$ cat config.mk
export PLATFORM = sky130hd
export DESIGN_NAME = mgr_top
export DESIGN_NICKNAME = d
export VERILOG_FILES = /design/src/hdl/mgr_pkg.sv /design/src/hdl/mgr_axis_store.sv /design/src/hdl/mgr_top.sv
export SDC_FILE = /design/constraint.sdc
export NUM_CORES = 1
export LEC_CHECK = 0
export BUFFER_PORTS_ARGS = -buffer_cell sky130_fd_sc_hd__clkbuf_2
export CAP_MARGIN = 10
export CORE_MARGIN = 2
export CORE_UTILIZATION = 40
export DETAILED_ROUTE_END_ITERATION = 12
export PLACE_DENSITY = 0.64
export SYNTH_ARGS = -nofsm -noshare
export SYNTH_HDL_FRONTEND = slang
export SYNTH_SLANG_ARGS = --single-unit
$ cat constraint.sdc
create_clock -name i_ref_clk -period 5.5 [get_ports i_ref_clk]
set_clock_uncertainty 0.05 [all_clocks]
set_input_delay 0.275 -clock i_ref_clk [delete_from_list [all_inputs] [get_ports i_ref_clk]]
set_output_delay 0.275 -clock i_ref_clk [all_outputs]
set_load 0.02 [all_outputs]
$ cat src/hdl/mgr_pkg.sv
// Shared constants and types of the magnetometer register and control block.
package mgr_pkg;

    // ------------------------------------------------------------
    // Register addresses
    // ------------------------------------------------------------
    localparam logic [7:0] ADDR_OUT_X_HI  = 8'h01;
    localparam logic [7:0] ADDR_OUT_X_LO  = 8'h02;
    localparam logic [7:0] ADDR_OUT_Y_HI  = 8'h03;
    localparam logic [7:0] ADDR_OUT_Y_LO  = 8'h04;
    localparam logic [7:0] ADDR_OUT_Z_HI  = 8'h05;
    localparam logic [7:0] ADDR_OUT_Z_LO  = 8'h06;
    localparam logic [7:0] ADDR_IDENTITY  = 8'h07;
    localparam logic [7:0] ADDR_STATE     = 8'h08;
    localparam logic [7:0] ADDR_BIAS_X_HI = 8'h09;
    localparam logic [7:0] ADDR_BIAS_X_LO = 8'h0A;
    localparam logic [7:0] ADDR_BIAS_Y_HI = 8'h0B;
    localparam logic [7:0] ADDR_BIAS_Y_LO = 8'h0C;
    localparam logic [7:0] ADDR_BIAS_Z_HI = 8'h0D;
    localparam logic [7:0] ADDR_BIAS_Z_LO = 8'h0E;
    localparam logic [7:0] ADDR_TEMP      = 8'h0F;
    localparam logic [7:0] ADDR_CTRL      = 8'h10;

    // ------------------------------------------------------------
    // Reset values and encodings
    // ------------------------------------------------------------
    localparam logic [7:0]  CTRL_RESET      = 8'h00;
    localparam logic [7:0]  STATE_RESET     = 8'h00;
    localparam logic [7:0]  BYTE_ZERO       = 8'h00;
    localparam logic [1:0]  SYS_STANDBY     = 2'h0;
    localparam logic [1:0]  SYS_ACTIVE_RAW  = 2'h1;
    localparam logic [1:0]  SYS_ACTIVE_CORR = 2'h2;
    localparam logic [14:0] BIAS_RESET      = 15'h0000;
    localparam logic [15:0] FIELD_RESET     = 16'h0000;
    localparam int          TRIG_BIT        = 1;

    // ------------------------------------------------------------
    // Timing
    // ------------------------------------------------------------
    localparam int CLK_PERIOD_NS      = 10;
    localparam int BASE_PERIOD_NS     = 12_500_000;
    localparam int BASE_PERIOD_CYCLES = BASE_PERIOD_NS / CLK_PERIOD_NS;

    // ------------------------------------------------------------
    // Types
    // ------------------------------------------------------------
    typedef struct packed {
        logic [2:0] output_rate_select;
        logic [1:0] oversample_ratio;
        logic       fast_read_select;
        logic       measurement_trigger;
        logic       run_select;
    } mgr_ctrl_t;

    typedef logic [2:0][15:0] mgr_axes_t;
    typedef logic [2:0][14:0] mgr_bias_t;

    typedef enum logic [0:0] {
        MGR_SEQ_IDLE,
        MGR_SEQ_CONV
    } mgr_seq_t;

endpackage

$ cat src/hdl/mgr_axis_store.sv
// Per-axis calibration, user bias subtraction and measurement output registers.
`timescale 1ns/1ps
module mgr_axis_store #(
    parameter mgr_pkg::mgr_axes_t FACTORY_TRIM = '0
) (
    // Clock and reset
    input  wire logic               i_ref_clk,
    input  wire logic               i_reset_n,
    // Sample in
    input  wire logic               i_load,
    input  wire logic               i_raw_mode,
    input  wire mgr_pkg::mgr_axes_t i_field,
    input  wire mgr_pkg::mgr_bias_t i_bias,
    // Stored measurement
    output mgr_pkg::mgr_axes_t      o_out
);

    mgr_pkg::mgr_axes_t out_reg;
    mgr_pkg::mgr_axes_t out_next;
    mgr_pkg::mgr_axes_t calib;

    // ------------------------------------------------------------
    // Per-axis arithmetic
    // ------------------------------------------------------------
    genvar g;
    generate
        for (g = 0; g < 3; g++) begin : g_axis
            logic [16:0] diff;
            assign calib[g] = i_field[g] - FACTORY_TRIM[g];
            assign diff     = {calib[g][15], calib[g]} - {{2{i_bias[g][14]}}, i_bias[g]};
            always_comb begin
                out_next[g] = out_reg[g];
                if (i_load) begin
                    if (i_raw_mode) begin
                        out_next[g] = calib[g];
                    end else begin
                        out_next[g] = diff[15:0];
                    end
                end
            end
        end
    endgenerate

    always_ff @(posedge i_ref_clk or negedge i_reset_n) begin
        if (!i_reset_n) begin
            out_reg <= '0;
        end else begin
            out_reg <= out_next;
        end
    end

    assign o_out = out_reg;

    // ------------------------------------------------------------
    // Checks
    // ------------------------------------------------------------
    AST_RAW_PASS: assert property (@(posedge i_ref_clk) disable iff (!i_reset_n)
        i_load && i_raw_mode |=> out_reg[0] == $past(i_field[0]) - FACTORY_TRIM[0])
        else $error("raw sample altered by bias");
    AST_CORR_SUB: assert property (@(posedge i_ref_clk) disable iff (!i_reset_n)
        i_load && !i_raw_mode |=> out_reg[1] == 16'($past(calib[1]) - {$past(i_bias[1][14]), $past(i_bias[1])}))
        else $error("corrected sample does not subtract bias");

endmodule

$ cat src/hdl/mgr_top.sv
// Register file, measurement sequencer and readout control of the magnetometer.
// How it works
// - Identity register is read-only with a fixed value writes cannot change.
// - State register reports standby, active raw or active corrected; upper bits zero.
// - Each axis bias is 15 bits, high byte bits 14:7, low byte bits 6:0 in its bits 7:1.
// - Corrected mode subtracts each axis bias before storing the measurement.
// - Corrected result is not clipped; it wraps within sixteen bits.
// - Raw mode stores measurements without bias subtraction.
// - Stored bias bit zero always reads zero.
// - Factory trim is always applied and is not reachable by the host.
// - Die temperature is a read-only signed byte.
// - Control holds rate 7:5, oversample 4:3, fast 2, trigger 1, run 0, reset zero.
// - Fast read auto-increment walks high bytes only; slow read walks full words.
// - Trigger while active waits for the running measurement, then measures.
// - Trigger in standby measures at once, then returns to standby.
// - Run set measures periodically at the chosen interval; cleared stays in standby.
// - Oversample codes give ratios 1, 2, 4, 8 dividing the base rate.
// - Rate codes halve 80 Hz downward; slowest combination is 0.08 Hz.
// - Each axis output is a signed 16-bit word, high byte then low.
// - Raw select low applies biases; high leaves them out.
// - Fast read auto-increment skips the low output bytes.
`timescale 1ns/1ps
module mgr_top #(
    parameter logic [7:0]         CHIP_ID_VALUE      = 8'h5A,  // Value is arbitrary.
    parameter int                 BASE_PERIOD_CYCLES = mgr_pkg::BASE_PERIOD_CYCLES,
    parameter mgr_pkg::mgr_axes_t FACTORY_TRIM       = '0
) (
    // Clock and reset
    input  wire logic               i_ref_clk,
    input  wire logic               i_reset_n,
    // Register access
    input  wire logic               i_reg_wr,
    input  wire logic               i_reg_rd,
    input  wire logic [7:0]         i_reg_addr,
    input  wire logic [7:0]         i_reg_wdata,
    output logic [7:0]              o_reg_rdata,
    output logic [7:0]              o_next_addr,
    // Correction select
    input  wire logic               i_raw_mode,
    // Converter
    output logic                    o_conv_start,
    output logic [1:0]              o_conv_osr,
    input  wire logic               i_conv_done,
    input  wire mgr_pkg::mgr_axes_t i_conv_field,
    input  wire logic [7:0]         i_chip_temperature
);

    // ------------------------------------------------------------
    // State
    // ------------------------------------------------------------
    mgr_pkg::mgr_ctrl_t ctrl_reg;
    mgr_pkg::mgr_ctrl_t ctrl_next;
    mgr_pkg::mgr_ctrl_t wctrl;
    mgr_pkg::mgr_bias_t bias_reg;
    mgr_pkg::mgr_bias_t bias_next;
    mgr_pkg::mgr_seq_t  seq_reg;
    mgr_pkg::mgr_seq_t  seq_next;
    mgr_pkg::mgr_axes_t out_field;
    logic [1:0]         state_reg;
    logic [1:0]         state_next;
    logic [7:0]         temp_reg;
    logic [7:0]         rdata_reg;
    logic [7:0]         rdata_next;
    logic [7:0]         naddr_reg;
    logic [7:0]         naddr_next;
    logic [31:0]        cnt_reg;
    logic [31:0]        cnt_next;
    logic [31:0]        interval;
    logic [3:0]         shift;
    logic               trig_conv_reg;
    logic               trig_conv_next;
    logic               start_reg;
    logic               start_next;
    logic               tick;
    logic               done;
    logic               trig_done;
    logic               ctrl_wr;
    logic               single_busy;

    assign ctrl_wr   = i_reg_wr && (i_reg_addr == mgr_pkg::ADDR_CTRL);
    assign wctrl     = mgr_pkg::mgr_ctrl_t'(i_reg_wdata);
    assign done      = (seq_reg == mgr_pkg::MGR_SEQ_CONV) && i_conv_done;
    assign trig_done = done && trig_conv_reg;

    // ------------------------------------------------------------
    // Control and bias registers
    // ------------------------------------------------------------
    always_comb begin
        ctrl_next = ctrl_reg;
        bias_next = bias_reg;
        if (ctrl_wr) begin
            if (state_reg == mgr_pkg::SYS_STANDBY) begin
                ctrl_next = wctrl;
            end else begin
                ctrl_next.measurement_trigger = wctrl.measurement_trigger;
                ctrl_next.run_select          = wctrl.run_select;
            end
        end
        if (trig_done && !(ctrl_wr && i_reg_wdata[mgr_pkg::TRIG_BIT])) begin
            ctrl_next.measurement_trigger = 1'b0;
        end
        if (i_reg_wr) begin
            if (i_reg_addr == mgr_pkg::ADDR_BIAS_X_HI) begin
                bias_next[0][14:7] = i_reg_wdata;
            end else if (i_reg_addr == mgr_pkg::ADDR_BIAS_X_LO) begin
                bias_next[0][6:0] = i_reg_wdata[7:1];
            end else if (i_reg_addr == mgr_pkg::ADDR_BIAS_Y_HI) begin
                bias_next[1][14:7] = i_reg_wdata;
            end else if (i_reg_addr == mgr_pkg::ADDR_BIAS_Y_LO) begin
                bias_next[1][6:0] = i_reg_wdata[7:1];
            end else if (i_reg_addr == mgr_pkg::ADDR_BIAS_Z_HI) begin
                bias_next[2][14:7] = i_reg_wdata;
            end else if (i_reg_addr == mgr_pkg::ADDR_BIAS_Z_LO) begin
                bias_next[2][6:0] = i_reg_wdata[7:1];
            end
        end
    end

    // ------------------------------------------------------------
    // Measurement interval and sequencer
    // ------------------------------------------------------------
    assign shift    = {1'b0, ctrl_reg.output_rate_select} + {2'b00, ctrl_reg.oversample_ratio};
    assign interval = 32'(BASE_PERIOD_CYCLES) << shift;
    assign tick     = ctrl_reg.run_select && (cnt_reg == interval - 32'h0000_0001);
    assign single_busy = (seq_reg == mgr_pkg::MGR_SEQ_CONV) && trig_conv_reg && !ctrl_reg.run_select;

    always_comb begin
        cnt_next       = cnt_reg + 32'h0000_0001;
        seq_next       = seq_reg;
        trig_conv_next = trig_conv_reg;
        start_next     = 1'b0;
        if (!ctrl_reg.run_select || tick) begin
            cnt_next = 32'h0000_0000;
        end
        case (seq_reg)
            mgr_pkg::MGR_SEQ_IDLE: begin
                if (ctrl_reg.measurement_trigger) begin
                    seq_next       = mgr_pkg::MGR_SEQ_CONV;
                    trig_conv_next = 1'b1;
                    start_next     = 1'b1;
                end else if (tick) begin
                    seq_next       = mgr_pkg::MGR_SEQ_CONV;
                    trig_conv_next = 1'b0;
                    start_next     = 1'b1;
                end
            end
            mgr_pkg::MGR_SEQ_CONV: begin
                if (i_conv_done) begin
                    seq_next       = mgr_pkg::MGR_SEQ_IDLE;
                    trig_conv_next = 1'b0;
                end
            end
            default: begin
                seq_next = mgr_pkg::MGR_SEQ_IDLE;
            end
        endcase
        if (ctrl_reg.run_select || single_busy) begin
            state_next = i_raw_mode ? mgr_pkg::SYS_ACTIVE_RAW : mgr_pkg::SYS_ACTIVE_CORR;
        end else begin
            state_next = mgr_pkg::SYS_STANDBY;
        end
    end

    // ------------------------------------------------------------
    // Read data and auto-increment
    // ------------------------------------------------------------
    always_comb begin
        rdata_next = rdata_reg;
        naddr_next = naddr_reg;
        if (i_reg_rd) begin
            if (i_reg_addr == mgr_pkg::ADDR_OUT_X_HI) begin
                rdata_next = out_field[0][15:8];
            end else if (i_reg_addr == mgr_pkg::ADDR_OUT_X_LO) begin
                rdata_next = out_field[0][7:0];
            end else if (i_reg_addr == mgr_pkg::ADDR_OUT_Y_HI) begin
                rdata_next = out_field[1][15:8];
            end else if (i_reg_addr == mgr_pkg::ADDR_OUT_Y_LO) begin
                rdata_next = out_field[1][7:0];
            end else if (i_reg_addr == mgr_pkg::ADDR_OUT_Z_HI) begin
                rdata_next = out_field[2][15:8];
            end else if (i_reg_addr == mgr_pkg::ADDR_OUT_Z_LO) begin
                rdata_next = out_field[2][7:0];
            end else if (i_reg_addr == mgr_pkg::ADDR_IDENTITY) begin
                rdata_next = CHIP_ID_VALUE;
            end else if (i_reg_addr == mgr_pkg::ADDR_STATE) begin
                rdata_next = {6'h00, state_reg};
            end else if (i_reg_addr == mgr_pkg::ADDR_BIAS_X_HI) begin
                rdata_next = bias_reg[0][14:7];
            end else if (i_reg_addr == mgr_pkg::ADDR_BIAS_X_LO) begin
                rdata_next = {bias_reg[0][6:0], 1'b0};
            end else if (i_reg_addr == mgr_pkg::ADDR_BIAS_Y_HI) begin
                rdata_next = bias_reg[1][14:7];
            end else if (i_reg_addr == mgr_pkg::ADDR_BIAS_Y_LO) begin
                rdata_next = {bias_reg[1][6:0], 1'b0};
            end else if (i_reg_addr == mgr_pkg::ADDR_BIAS_Z_HI) begin
                rdata_next = bias_reg[2][14:7];
            end else if (i_reg_addr == mgr_pkg::ADDR_BIAS_Z_LO) begin
                rdata_next = {bias_reg[2][6:0], 1'b0};
            end else if (i_reg_addr == mgr_pkg::ADDR_TEMP) begin
                rdata_next = temp_reg;
            end else if (i_reg_addr == mgr_pkg::ADDR_CTRL) begin
                rdata_next = ctrl_reg;
            end else begin
                rdata_next = mgr_pkg::BYTE_ZERO;
            end
        end
        if (i_reg_rd || i_reg_wr) begin
            if (ctrl_reg.fast_read_select && (i_reg_addr == mgr_pkg::ADDR_OUT_X_HI ||
                i_reg_addr == mgr_pkg::ADDR_OUT_Y_HI || i_reg_addr == mgr_pkg::ADDR_OUT_Z_HI)) begin
                naddr_next = i_reg_addr + 8'h02;
            end else begin
                naddr_next = i_reg_addr + 8'h01;
            end
        end
    end

    // ------------------------------------------------------------
    // Registers
    // ------------------------------------------------------------
    always_ff @(posedge i_ref_clk or negedge i_reset_n) begin
        if (!i_reset_n) begin
            ctrl_reg      <= mgr_pkg::CTRL_RESET;
            bias_reg      <= {3{mgr_pkg::BIAS_RESET}};
            seq_reg       <= mgr_pkg::MGR_SEQ_IDLE;
            state_reg     <= mgr_pkg::SYS_STANDBY;
            temp_reg      <= mgr_pkg::BYTE_ZERO;
            rdata_reg     <= mgr_pkg::BYTE_ZERO;
            naddr_reg     <= mgr_pkg::BYTE_ZERO;
            cnt_reg       <= 32'h0000_0000;
            trig_conv_reg <= 1'b0;
            start_reg     <= 1'b0;
        end else begin
            ctrl_reg      <= ctrl_next;
            bias_reg      <= bias_next;
            seq_reg       <= seq_next;
            state_reg     <= state_next;
            temp_reg      <= i_chip_temperature;
            rdata_reg     <= rdata_next;
            naddr_reg     <= naddr_next;
            cnt_reg       <= cnt_next;
            trig_conv_reg <= trig_conv_next;
            start_reg     <= start_next;
        end
    end

    // ------------------------------------------------------------
    // Measurement store
    // ------------------------------------------------------------
    mgr_axis_store #(
        .FACTORY_TRIM (FACTORY_TRIM)
    ) u_store (
        .i_ref_clk  (i_ref_clk),
        .i_reset_n  (i_reset_n),
        .i_load     (done),
        .i_raw_mode (i_raw_mode),
        .i_field    (i_conv_field),
        .i_bias     (bias_reg),
        .o_out      (out_field)
    );

    assign o_reg_rdata  = rdata_reg;
    assign o_next_addr  = naddr_reg;
    assign o_conv_start = start_reg;
    assign o_conv_osr   = ctrl_reg.oversample_ratio;

    // ------------------------------------------------------------
    // Checks
    // ------------------------------------------------------------
    AST_ID_FIXED: assert property (@(posedge i_ref_clk) disable iff (!i_reset_n)
        i_reg_rd && i_reg_addr == mgr_pkg::ADDR_IDENTITY |=> o_reg_rdata == CHIP_ID_VALUE)
        else $error("identity read wrong");
    AST_STATE_CODE: assert property (@(posedge i_ref_clk) disable iff (!i_reset_n)
        i_reg_rd && i_reg_addr == mgr_pkg::ADDR_STATE |=> o_reg_rdata[7:2] == 6'h00 && o_reg_rdata[1:0] != 2'h3)
        else $error("state register code illegal");
    AST_BIAS_LSB: assert property (@(posedge i_ref_clk) disable iff (!i_reset_n)
        i_reg_rd && (i_reg_addr == mgr_pkg::ADDR_BIAS_X_LO || i_reg_addr == mgr_pkg::ADDR_BIAS_Z_LO)
        |=> o_reg_rdata[0] == 1'b0)
        else $error("bias low bit not zero");
    AST_FAST_SKIP: assert property (@(posedge i_ref_clk) disable iff (!i_reset_n)
        i_reg_rd && ctrl_reg.fast_read_select && i_reg_addr == mgr_pkg::ADDR_OUT_Y_HI
        |=> o_next_addr == mgr_pkg::ADDR_OUT_Z_HI)
        else $error("fast read did not skip low byte");
    AST_TRIG_CLEAR: assert property (@(posedge i_ref_clk) disable iff (!i_reset_n)
        trig_done && !ctrl_wr |=> !ctrl_reg.measurement_trigger)
        else $error("trigger not cleared after measurement");
    AST_STANDBY_RETURN: assert property (@(posedge i_ref_clk) disable iff (!i_reset_n)
        (single_busy && i_conv_done && !i_reg_wr) ##1 !i_reg_wr |=> ##1 state_reg == mgr_pkg::SYS_STANDBY)
        else $error("no return to standby after single measurement");
    AST_LOCKED_FIELDS: assert property (@(posedge i_ref_clk) disable iff (!i_reset_n)
        ctrl_wr && state_reg != mgr_pkg::SYS_STANDBY
        |=> ctrl_reg[7:2] == $past(ctrl_reg[7:2]))
        else $error("control field changed while active");
    AST_STANDBY_START: assert property (@(posedge i_ref_clk) disable iff (!i_reset_n)
        seq_reg == mgr_pkg::MGR_SEQ_IDLE && ctrl_reg.measurement_trigger |=> o_conv_start ##1 !o_conv_start)
        else $error("trigger did not start one measurement");
    AST_PERIODIC_START: assert property (@(posedge i_ref_clk) disable iff (!i_reset_n)
        seq_reg == mgr_pkg::MGR_SEQ_IDLE && tick |=> o_conv_start && cnt_reg == 32'h0000_0000)
        else $error("periodic tick did not start a measurement");
    AST_NO_RUN_IDLE: assert property (@(posedge i_ref_clk) disable iff (!i_reset_n)
        !ctrl_reg.run_select && !ctrl_reg.measurement_trigger && seq_reg == mgr_pkg::MGR_SEQ_IDLE |=> !o_conv_start)
        else $error("measurement started in standby");

    COV_SINGLE: cover property (@(posedge i_ref_clk) disable iff (!i_reset_n) single_busy && i_conv_done);
    COV_PERIODIC: cover property (@(posedge i_ref_clk) disable iff (!i_reset_n) tick ##1 o_conv_start);
    COV_FAST: cover property (@(posedge i_ref_clk) disable iff (!i_reset_n)
        i_reg_rd && ctrl_reg.fast_read_select && i_reg_addr == mgr_pkg::ADDR_OUT_X_HI);
    COV_TRIG_BUSY: cover property (@(posedge i_ref_clk) disable iff (!i_reset_n)
        seq_reg == mgr_pkg::MGR_SEQ_CONV && !trig_conv_reg && ctrl_reg.measurement_trigger);

endmodule

==> out/results.ini <==
[run_status]
status=finished clean

[sta]
relSlewSlack_pct=19.91
worstMarginPinSlew_ns=1.201
hold_violations=0
rsz0062_at_grt=false
min_period_over_period_pct=85.65
finalCriticalPeriod_ns=4.711
slew_violations=0
tns_ns=0
finalSetupViolations=0
timing.hold.ws_ns=0.04539
max_freq_mhz=212.3

[cells_and_area]
antenna_cells=0
drive_gt1_share_pct=15.29
fin_nets=1635
largest_reg_flops=48
seq_area_sq_mm=0.004054
fin_area_sq_mm=0.01341
area_growth_pct=11.96
fillers=2962
multi_input_area_sq_mm=0.007295
fin_cells=1894

[die]
core_area_sq_mm=0.02956
die_w_microns=177.1
dieArea_sq_mm=0.03135
ios=97
die_h_microns=177.1
start_util_pct=40.53
num_rows=63

[synth]
synth_top_family_by_area=compound AO/OA/AOI/OAI gates
synth_edf_count=0
ys.flop_type=dfrtp_1
netlist.area_leader.share_pct=33.83
ys_ff_latch=162
synth.distinct_cells=81
synthSimpleGateAreaFrac_pct=19.86
syn_nets=1577
synth.area.mux_share_pct=4.929
synth_xor_area_share_pct=7.038
synth_seq_area_share_pct=33.83
synth_compound_area_share_pct=21.90
syn_inst=1434
synth_adder_area_share_pct=7.038
synth_area_sq_mm=0.01198
async_reset_ff_share_pct=100.0
yosysWarnings=0
synthTopCellsByArea=dfrtp_1, ha_1, nand2_1
synth_area_leader_cell=dfrtp_1
synth.avg_cell_area_sq_um=8.355

[detailed_routing]
vias=11012
wl_microns=38260
first_pass_iters=5
ant_nets=0
wl_per_cell_microns=20.20
drc_errors=0
vias_per_cell=5.814
drt_iter0_drc=843

[critical_path]
path_class=flip-flop to flip-flop
cp_max_fo=20
worstSetupEndpointType=flip-flop
cp.required_ns=5.72
setup.worst_path.start_class=flip-flop
arrival_ns=4.93

[global_routing]
grt_max_degree=88
grt_pass1_vias=10420
grt_usage_pct=24.52
grt_first_pass_wirelength_microns=59590
antenna_found_initial=0
overflow=0

[cts]
post_cts_resized=0
ctsHoldBuffers=9
worstSkewPairLatency_ns=0.44
numCtsBuffers=17
cts_tree=built
clock_path_buffers=2
cts_root_buffer=clkbuf_16
cts_sinks=162
htreeDepth=4
clk_pin_slew_ns=0.08
cts_setup_buffers=0

[placed_design]
gp_congestion=0.9490
post_dp_cell_area_sq_mm=0.01271
dp_cells=1854
io_buffers=96
place_hpwl_microns=28590

[pwr]
power.density_mw_per_mm2=283.4
ir_drop_mv=0.2191
leakage_nw=5.911
power_w=0.003802

[job]
max_cap_violations=0

[worst_hold_path]
hold_path_class=primary input to flip-flop

## routing by layer
metal	routed length, microns	track usage (%)
met5	0	0
met2	17560	39.28
met1	17840	34.67
met4	752	6.061
met3	2106	3.651
## worst max-delay path, stage by stage (launching register included)
cell,delay [ns]
dfrtp_1,0.41
ha_1,0.26
fa_1,0.80
inv_1,0.24
ha_1,0.26
buf_4,0.21
o21ai_0,0.54
nand3_1,0.16
a311oi_1,0.32
xnor3_1,0.28
o311a_1,0.16
nand4_2,0.09
nor4_4,0.30
buf_4,0.34
a21oi_1,0.11
## power breakdown
part	leakage [nW]	total [W]	internal, W	switching (W)
logic	3.54	0.000892	0.000345	0.000547
clock network	0.301	0.00128	0.000730	0.000551
registers	2.07	0.00163	0.00141	0.000221
total	5.91	0.00380	0.00248	0.00132
## area by class of cell
cell class                 count  area share [%]
clock buffer                  17           3.171
clock inverter                14           1.436
inverter                      74           2.071
multi-input combinational   1118           54.38
sequential                   162           30.22
tap                          390           3.638
timing repair buffer         119           5.083
## logic make-up (layout without fill, tap and decap cells)
logic type / count (synthesis) / in the layout
adder cells (fa/ha/maj): 65 / 65
XOR/XNOR: 93 / 93
AND/OR/NAND/NOR: 502 / 502
multiplexers: 54 / 54
buffers and inverters: 154 / 224
flip-flops: 162 / 162
AO/OA/AOI/OAI: 404 / 404
## final timing paths
kind,startpoint,endpoint,slack (ns),cells past startpoint
max reg2reg,o_conv_osr[0],cnt_reg[27],0.79,14
max in group asynchronous,i_reset_n,cnt_reg[29],3.90,3
max,o_conv_osr[0],cnt_reg[27],0.79,14
min in group asynchronous,i_reset_n,o_next_addr[7],0.42,2
min reg2reg,o_next_addr[7],o_next_addr[7],0.43,2
min,i_conv_field[15],u_store.o_out[15],0.05,3
## synthesized netlist by cell type, types with 9 or more instances
cell type and number:
dfrtp_1 162, a21oi_2 22, a31oi_1 18, nor2b_1 20, a221oi_1 12, xnor2_1 54
clkbuf_1 55, o211ai_1 9, o21ai_0 117, nand2b_1 16, nand4_1 13, xor2_1 36
nand3_1 52, mux2i_1 14, nor2_1 105, nor3_1 42, ha_1 61, a211oi_1 11
a21oi_1 96, o22ai_1 15, a22oi_1 9, nand2_1 181, or3_1 15, mux2_2 40
and3_1 20, inv_1 73, o31ai_1 10, a21o_1 11
## through the flow
stage               utilization, %  setup WS, ns
floorplan                        -         1.102
global placement             42.98         1.009
detailed placement           42.98        0.8660
CTS                          45.38        0.8599
global route                 45.38        0.4429
finish                       45.38        0.7892
## cells in the final DEF, fill, tap and decap left out, drive strengths merged, types with 18 or more instances in the layout
cell type,count
ha,61
xnor2,55
o21ai,119
dfrtp,162
nand3,52
clkbuf,112
and3,20
nor2b,20
mux2,40
nor3,45
a31oi,18
inv,82
xor2,37
a21oi,118
nand2,181
nor2,105
Power figures use the tool's default switching activity.
